`src/core/erb_defines.vh`:
```
/*
 * shared constants of the energy and rms result bank: clock rate,
 * overflow spans, register addresses, serial command layout, mode bits.
 * assumes it is included by bare name from every design file.
 */
`ifndef ERB_DEFINES_VH
`define ERB_DEFINES_VH

// core clock rate in kHz
`define ERB_CLK_KHZ 40000
// full-scale overflow spans in ms
`define ERB_ACT_OVF_MS 520
`define ERB_REA_OVF_MS 520
`define ERB_APP_OVF_MS 1150
// accumulator steps to overflow at full scale are two to this power
`define ERB_STEP_SHIFT 16

// register addresses, seven bits
`define ERB_ADDR_ACT_A 7'h01
`define ERB_ADDR_ACT_B 7'h02
`define ERB_ADDR_ACT_C 7'h03
`define ERB_ADDR_REA_A 7'h04
`define ERB_ADDR_REA_B 7'h05
`define ERB_ADDR_REA_C 7'h06
`define ERB_ADDR_APP_A 7'h07
`define ERB_ADDR_APP_B 7'h08
`define ERB_ADDR_APP_C 7'h09
`define ERB_ADDR_IRMS_A 7'h0a
`define ERB_ADDR_IRMS_B 7'h0b
`define ERB_ADDR_IRMS_C 7'h0c

// register widths and reset value
`define ERB_ENERGY_W 16
`define ERB_RMS_W 24
`define ERB_RESET_VAL 24'h000000

// serial command byte layout
`define ERB_CMD_BITS 5'h08
`define ERB_CMD_RW_BIT 7
`define ERB_LEN_ENERGY 5'h10
`define ERB_LEN_RMS 5'h18
`define ERB_LEN_NONE 5'h08

// computation mode bits
`define ERB_MODE_ABS_BIT 0
`define ERB_MODE_POS_BIT 1

`endif

```
`src/core/erb_accum.v`:
```
/*
 * one energy accumulator: adds a power sample once per step period
 * into a wide register and shows its top 16 bits as the energy value.
 * assumes the power input is on core_clk and held between updates.
 */
`include "erb_defines.vh"

module erb_accum #(
    parameter SIGNED_ACC = 1,
    parameter [31:0] STEP_CYC = 32'd317
)(
    input wire core_clk,
    input wire rstn,
    input wire [15:0] power,
    output wire [15:0] energy
);

// step divider and wide accumulator with 16 fraction bits
reg [31:0] div_q;
reg [31:0] acc_q;
wire [31:0] ext;
wire [15:0] sign_fill;

assign sign_fill = (SIGNED_ACC != 0) ? {16{power[15]}} : 16'h0000;
assign ext = {sign_fill, power};

////////////////////////////////////////////////////////////////////////
// the fraction bits let a small step period set the overflow span
always @(posedge core_clk or negedge rstn)
begin
    if (!rstn)
    begin
        div_q <= 32'h00000000;
        acc_q <= 32'h00000000;
    end
    else if (div_q >= STEP_CYC - 32'd1)
    begin
        div_q <= 32'h00000000;
        // plain add wraps modulo width, no saturation
        acc_q <= acc_q + ext;
    end
    else
    begin
        div_q <= div_q + 32'd1;
    end
end

assign energy = acc_q[31:16];

endmodule

```
`src/core/erb_top.v`:
```
/*
 * result register bank: nine energy accumulators, three current rms
 * results and the serial read port that returns them to the host.
 * assumes power and rms inputs are on core_clk; the serial pins come
 * from the host, asynchronous, and are synchronised here.
 */
`include "erb_defines.vh"

module erb_top #(
    parameter [31:0] ACT_OVF_CYC = `ERB_ACT_OVF_MS * `ERB_CLK_KHZ,
    parameter [31:0] REA_OVF_CYC = `ERB_REA_OVF_MS * `ERB_CLK_KHZ,
    parameter [31:0] APP_OVF_CYC = `ERB_APP_OVF_MS * `ERB_CLK_KHZ
)(
    input wire core_clk,
    input wire rstn,
    // host serial pins
    input wire sclk,
    input wire cs_n,
    input wire din,
    output reg dout,
    output reg dout_oe,
    // computation mode bits from the mode register
    input wire [1:0] computation_mode_config,
    // per-phase power samples, phase a in the low bits
    input wire [47:0] active_power,
    input wire [47:0] reactive_power,
    input wire [47:0] apparent_power,
    // per-phase current rms results and their update strobe
    input wire [71:0] current_rms,
    input wire current_rms_valid
);

// serial port states
localparam ST_CMD = 2'b00;
localparam ST_READ = 2'b01;
localparam ST_SKIP = 2'b10;

// step periods, never below one cycle
localparam [31:0] ACT_STEP = ((ACT_OVF_CYC >> `ERB_STEP_SHIFT) == 0) ?
    32'd1 : (ACT_OVF_CYC >> `ERB_STEP_SHIFT);
localparam [31:0] REA_STEP = ((REA_OVF_CYC >> `ERB_STEP_SHIFT) == 0) ?
    32'd1 : (REA_OVF_CYC >> `ERB_STEP_SHIFT);
localparam [31:0] APP_STEP = ((APP_OVF_CYC >> `ERB_STEP_SHIFT) == 0) ?
    32'd1 : (APP_OVF_CYC >> `ERB_STEP_SHIFT);

////////////////////////////////////////////////////////////////////////
// shaping of a signed power sample by the mode bits
function [15:0] erb_shape;
    input [15:0] p;
    input [1:0] m;
    begin
        if (m[`ERB_MODE_ABS_BIT] && p[15])
            erb_shape = 16'h0000 - p;  // magnitude accumulation
        else if (m[`ERB_MODE_POS_BIT] && p[15])
            erb_shape = 16'h0000;  // positive-only accumulation
        else
            erb_shape = p;
    end
endfunction

////////////////////////////////////////////////////////////////////////
// accumulators, one set per phase
wire [47:0] act_energy;  // phase a in the low bits
wire [47:0] rea_energy;
wire [47:0] app_energy;

genvar g;
generate
    for (g = 0; g < 3; g = g + 1)
    begin : phase
        erb_accum #(
            .SIGNED_ACC(1),
            .STEP_CYC(ACT_STEP)
        ) u_act (
            .core_clk(core_clk),
            .rstn(rstn),
            .power(erb_shape(active_power[16*g+15:16*g],
                computation_mode_config)),
            .energy(act_energy[16*g+15:16*g])
        );
        erb_accum #(
            .SIGNED_ACC(1),
            .STEP_CYC(REA_STEP)
        ) u_rea (
            .core_clk(core_clk),
            .rstn(rstn),
            .power(erb_shape(reactive_power[16*g+15:16*g],
                computation_mode_config)),
            .energy(rea_energy[16*g+15:16*g])
        );
        // apparent power is a magnitude, so the mode bits leave it alone
        erb_accum #(
            .SIGNED_ACC(0),
            .STEP_CYC(APP_STEP)
        ) u_app (
            .core_clk(core_clk),
            .rstn(rstn),
            .power(apparent_power[16*g+15:16*g]),
            .energy(app_energy[16*g+15:16*g])
        );
    end
endgenerate

////////////////////////////////////////////////////////////////////////
// current rms results, zero until the first update
reg [71:0] irms_q;

always @(posedge core_clk or negedge rstn)
begin
    if (!rstn)
        irms_q <= {3{`ERB_RESET_VAL}};
    else if (current_rms_valid)
        irms_q <= current_rms;
end

////////////////////////////////////////////////////////////////////////
// pin synchronisers: stage one feeds only stage two
reg [2:0] sclk_q;  // [0] first stage, [2] previous sampled level
reg [1:0] cs_n_q;
reg [1:0] din_q;

always @(posedge core_clk or negedge rstn)
begin
    if (!rstn)
    begin
        sclk_q <= 3'h0;
        cs_n_q <= 2'h3;
        din_q <= 2'h0;
    end
    else
    begin
        sclk_q <= {sclk_q[1], sclk_q[0], sclk};
        cs_n_q <= {cs_n_q[0], cs_n};
        din_q <= {din_q[0], din};
    end
end

wire sclk_rise = sclk_q[1] & ~sclk_q[2];
wire sclk_fall = ~sclk_q[1] & sclk_q[2];
wire cs_idle = cs_n_q[1];
wire din_s = din_q[1];

////////////////////////////////////////////////////////////////////////
// read lookup: address to right-justified value and bit length
reg [23:0] rd_val;
reg [4:0] rd_len;
wire [7:0] cmd_next;

always @*
begin
    rd_val = `ERB_RESET_VAL;
    rd_len = `ERB_LEN_ENERGY;
    case (cmd_next[6:0])
        `ERB_ADDR_ACT_A: rd_val = {8'h00, act_energy[15:0]};
        `ERB_ADDR_ACT_B: rd_val = {8'h00, act_energy[31:16]};
        `ERB_ADDR_ACT_C: rd_val = {8'h00, act_energy[47:32]};
        `ERB_ADDR_REA_A: rd_val = {8'h00, rea_energy[15:0]};
        `ERB_ADDR_REA_B: rd_val = {8'h00, rea_energy[31:16]};
        `ERB_ADDR_REA_C: rd_val = {8'h00, rea_energy[47:32]};
        `ERB_ADDR_APP_A: rd_val = {8'h00, app_energy[15:0]};
        `ERB_ADDR_APP_B: rd_val = {8'h00, app_energy[31:16]};
        `ERB_ADDR_APP_C: rd_val = {8'h00, app_energy[47:32]};
        `ERB_ADDR_IRMS_A:
        begin
            rd_val = irms_q[23:0];
            rd_len = `ERB_LEN_RMS;
        end
        `ERB_ADDR_IRMS_B:
        begin
            rd_val = irms_q[47:24];
            rd_len = `ERB_LEN_RMS;
        end
        `ERB_ADDR_IRMS_C:
        begin
            rd_val = irms_q[71:48];
            rd_len = `ERB_LEN_RMS;
        end
        // other addresses belong elsewhere: one zero byte comes back
        default: rd_len = `ERB_LEN_NONE;
    endcase
end

////////////////////////////////////////////////////////////////////////
// serial port: command bits taken on falls, data driven on rises
reg [1:0] state_q;
reg [7:0] cmd_q;  // command shifter
reg [4:0] cnt_q;  // bits still to shift in this phase
reg [23:0] shift_q;  // snapshot, msb first at bit 23

assign cmd_next = {cmd_q[6:0], din_s};

always @(posedge core_clk or negedge rstn)
begin
    if (!rstn)
    begin
        state_q <= ST_CMD;
        cmd_q <= 8'h00;
        cnt_q <= `ERB_CMD_BITS;
        shift_q <= `ERB_RESET_VAL;
        dout <= 1'b0;
        dout_oe <= 1'b0;
    end
    else if (cs_idle)
    begin
        // chip select high aborts and releases the data line
        state_q <= ST_CMD;
        cnt_q <= `ERB_CMD_BITS;
        dout_oe <= 1'b0;
    end
    else
    begin
        case (state_q)
            ST_CMD:
            begin
                if (sclk_fall)
                begin
                    cmd_q <= cmd_next;
                    if (cnt_q == 5'h01)
                    begin
                        if (!cmd_next[`ERB_CMD_RW_BIT])
                        begin
                            // whole value taken at once
                            shift_q <= rd_val << (`ERB_LEN_RMS - rd_len);
                            cnt_q <= rd_len;
                            state_q <= ST_READ;
                        end
                        else
                        begin
                            // writes are not ours; wait for deselect
                            state_q <= ST_SKIP;
                        end
                    end
                    else
                    begin
                        cnt_q <= cnt_q - 5'h01;
                    end
                end
            end
            ST_READ:
            begin
                if (sclk_rise && cnt_q != 5'h00)
                begin
                    dout <= shift_q[23];
                    dout_oe <= 1'b1;
                    shift_q <= {shift_q[22:0], 1'b0};
                    cnt_q <= cnt_q - 5'h01;
                end
                else if (sclk_fall && cnt_q == 5'h00)
                begin
                    // release after the last pulse, back to command mode
                    dout_oe <= 1'b0;
                    cnt_q <= `ERB_CMD_BITS;
                    state_q <= ST_CMD;
                end
            end
            ST_SKIP:
            begin
                dout_oe <= 1'b0;
            end
            default:
            begin
                state_q <= ST_CMD;
                cnt_q <= `ERB_CMD_BITS;
            end
        endcase
    end
end

endmodule

```
`config.mk`:
```
export PLATFORM = sky130hd
export DESIGN_NAME = erb_top
export DESIGN_NICKNAME = d
export VERILOG_FILES = /design/src/core/erb_accum.v /design/src/core/erb_top.v
export VERILOG_INCLUDE_DIRS = /design/src /design/src/core
export SDC_FILE = /design/constraint.sdc
export NUM_CORES = 2
export LEC_CHECK = 0
export BUFFER_PORTS_ARGS = -buffer_cell sky130_fd_sc_hd__buf_4
export CAP_MARGIN = 25
export CORE_UTILIZATION = 26
export CTS_BUF_LIST = sky130_fd_sc_hd__clkbuf_16
export CTS_CLUSTER_SIZE = 20
export DETAILED_ROUTE_END_ITERATION = 16
export HOLD_SLACK_MARGIN = 0.15
export PLACE_DENSITY = 0.4
export SLEW_MARGIN = 20
export SYNTH_ARGS = -nofsm -noshare
export SYNTH_HDL_FRONTEND = slang
export SYNTH_SLANG_ARGS = --single-unit
export TNS_END_PERCENT = 50
```
`constraint.sdc`:
```
create_clock -name core_clk -period 9.15 [get_ports core_clk]
set_input_delay 1.83 -clock core_clk [delete_from_list [all_inputs] [get_ports core_clk]]
set_output_delay 1.83 -clock core_clk [all_outputs]
set_load 0.05 [all_outputs]
```
==> impl_metrics.ini <==
[run_status]
status = finished clean

[grt]
grt_pass1_vias = 31050
grt_pass1_wl_mm = 175.8
antenna_found_initial = 6
grt_max_degree = 144
overflow = 0
grt_usage_pct = 14.07

[route]
firstDrtPassIters = 5
wire_per_inst_microns = 16.44
routed-via-count = 30790
drt_iter0_drc = 1437
drc = 0
ant_nets = 0
via_per_inst = 4.626
routed_wl_mm = 109.4

[setup_path]
end_kind = register
start_kind = input port
cp.arrival_ns = 6.65
rr_worst_depth = 9
crit_type = input port to register
critPathMaxFanout = 19
worstPathRequired_ns = 9.75

[hold_path]
min_path_type = register to register
hold_depth = 0

[clock_tree]
cts.sink_count = 695
postCtsSetupBuffers = 0
cts_resized = 0
path_clk_slew_ns = 0.06
cts_buffer_depth = 3
htree_levels = 3
root_buffer = clkbuf_16
insertion_delay_ns = 0.68
numCtsBuffers = 86
cts_tree = done
postCtsHoldBufs = 0

[pwr]
p_int_mw = 8.149
p_sw_share_pct = 37.91
pwr_density_cell_nw_per_um2 = 274.4
combinationalPowerShare_pct = 39.1
leakagePower_nw = 21.07
seqPwrFrac_pct = 34.6
clkPwrFrac_pct = 26.3
ir_worst_vdd_mv = 0.1400
p_switching_mw = 4.977

[layout]
final_core_util_pct = 31.38
fin_nets = 5062
drive_above_1_share_pct = 12.15
area_growth_pct = 19.32
fin_area_sq_um = 47840
fillCellCount = 15920
antenna_cells = 0

[placement]
port_buffers = 225
hpwlAfterDp_mm = 79.93
post-place-ws_ns = 2.485
placed_cell_area_sq_um = 44980
gp_congestion = 0.8138

[sta]
slew_headroom_pct = 29.92
hold_viol_final = 0
setup_viol = 0
rsz0062_at_grt = false
final-max-slew-violation-count = 0
worst_slack_ns = 3.101
timing.final.crit_share_pct = 66.11
finalClockSkew_ns = 0.02476
worst_slew_pin_slew_ns = 1.051
setup_tns_ns = 0
max_freq_mhz = 165.3
hold_ws_ns = 0.3368
period_needed_ns = 6.049

[floorplan]
initial_core_util_pct = 26.30
coreArea_sq_um = 152400
fp.dieH_microns = 394.7
rows = 143
io_pins = 226
die_x_microns = 394.7
die_area_sq_um = 155800

[yosys]
synth_top_area_cell = dfrtp_1
synth_area_leaders = dfrtp_1 43%, ha_1 8.6%, o21ai_0 4.3%
ys_warn_count = 0
synth_cell_types = 95
ys_seq_area_share_pct = 43.39
ys_ff_latch = 695
synth_edf_count = 0
async_flop_share_pct = 100.0
synthFlopType = dfrtp_1
synth_top_area_share_pct = 43.19
synth.cell_area_sq_um = 40090
synthCells = 4134
synth.avg_cell_area_sq_um = 9.698

[run]
cap_violations = 0
==> layout make-up <==
type                       count  area, sq um  share of cell area (%)
clock buffer                  87         2177                   4.551
clock inverter                71        658.1                   1.376
sequential                   695        17400                   36.37
tap                         2030         2540                   5.310
timing repair buffer         260         2009                   4.201
inverter                     137        514.2                   1.075
multi-input combinational   3375        22540                   47.12
==> worst paths after layout <==
check,from,slack [ns],endpoint
worst max-delay path,reactive_power[19],3.10,phase[1].u_rea.acc_q[31]
worst min-delay path,din_q[0],0.34,din_q[1]
worst max register to register,din_q[1],5.39,shift_q[22]
worst min register to register,din_q[0],0.34,din_q[1]
max in group asynchronous,rstn,6.08,phase[2].u_rea.div_q[0]
min in group asynchronous,rstn,1.19,phase[1].u_app.acc_q[1]
==> sequential cells by signal, summed over array words and instances, names as in the netlist, 5 cells and up <==
| register | cells |
|---|---|
| cmd_q | 7 |
| cnt_q | 5 |
| irms_q | 72 |
| phase.u_act.acc_q | 96 |
| phase.u_act.div_q | 96 |
| phase.u_app.acc_q | 96 |
| phase.u_app.div_q | 96 |
| phase.u_rea.acc_q | 96 |
| phase.u_rea.div_q | 96 |
| shift_q | 24 |
==> metrics by stage <==
step | power [mW] | cells
after detailed placement | 9.774 | 6496
after CTS | 13.37 | 6654
after global routing | 14.25 | 6655
final | 13.13 | 6655
after global placement | 9.746 | 6496
after floorplan | 8.293 | 4337
==> power groups by stage <==
stage          sequential (mW)  combinational (mW)  clock (mW)
2_1_floorplan             4.27                4.03           0
3_5_place_dp              4.62                5.16           0
4_1_cts                   4.57                5.19        3.62
6_report                  4.54                5.13        3.45
5_1_grt                   4.65                5.88        3.73
3_3_place_gp              4.61                5.14           0
==> cells in the final DEF, fill, tap and decap left out, types with 51 or more instances in the layout <==
cell type  instances
a21o_1            91
a21oi_1          239
and2_1            74
buf_4            255
clkbuf_16         87
conb_1           204
dfrtp_1          690
ha_1             274
inv_1            146
mux2_2           117
mux2i_1           51
nand2_1          459
nand3_1          123
nor2_1           212
nor3_1            73
nor4_1            81
o21ai_0          346
o31ai_1           64
xnor2_1          141
xor2_1           152
==> critical path, stage by stage <==
cell	delay (ns)
buf_4	0.13
nor4_1	0.33
nor4b_1	0.61
and2_1	0.32
and4b_1	0.25
o21a_1	0.67
ha_1	0.45
and4_1	0.24
and3_1	0.20
a21oi_1	0.12
o21ai_0	0.13
o41ai_2	0.52
o311ai_1	0.26
o21bai_1	0.23
mux2i_1	0.23
xnor2_1	0.13
==> synth_stat cells, types with 45 or more instances <==
cell and count:
clkbuf_1 110, a21oi_1 239, a21o_1 91, ha_1 274, o31ai_1 64, and2_1 74, xnor2_1 141, nor4_1 81
nand3_1 123, nor2_1 213, a211oi_1 45, o211ai_1 46, mux2i_1 51, inv_1 136, mux2_2 117, dfrtp_1 692
nor3_1 73, and3_1 46, o21ai_0 346, nand2_1 459, nand2b_1 45, xor2_1 152
==> cells by family after synthesis <==
family                   count (synthesis)  synth area share (%)
buffers and inverters                  267                 2.531
multiplexers                           177                 5.065
AND/OR/NAND/NOR                       1286                 15.62
other                                    1              0.009354
XOR/XNOR                               293                 6.401
AO/OA/AOI/OAI                         1132                 17.98
flip-flops                             695                 43.39
adder cells (fa/ha/maj)                283                 9.001
==> metal layers <==
metal | track usage, % | vias up | part of all wire, %
li1 | - | 15640 | -
met1 | 19.17 | 14540 | 48
met2 | 22.42 | 457 | 45
met3 | 2.998 | 143 | 4.8
met4 | 3.731 | 8 | 2.2
met5 | 0 | - | 0.049
No activity file was read; power rests on OpenSTA's default activity.
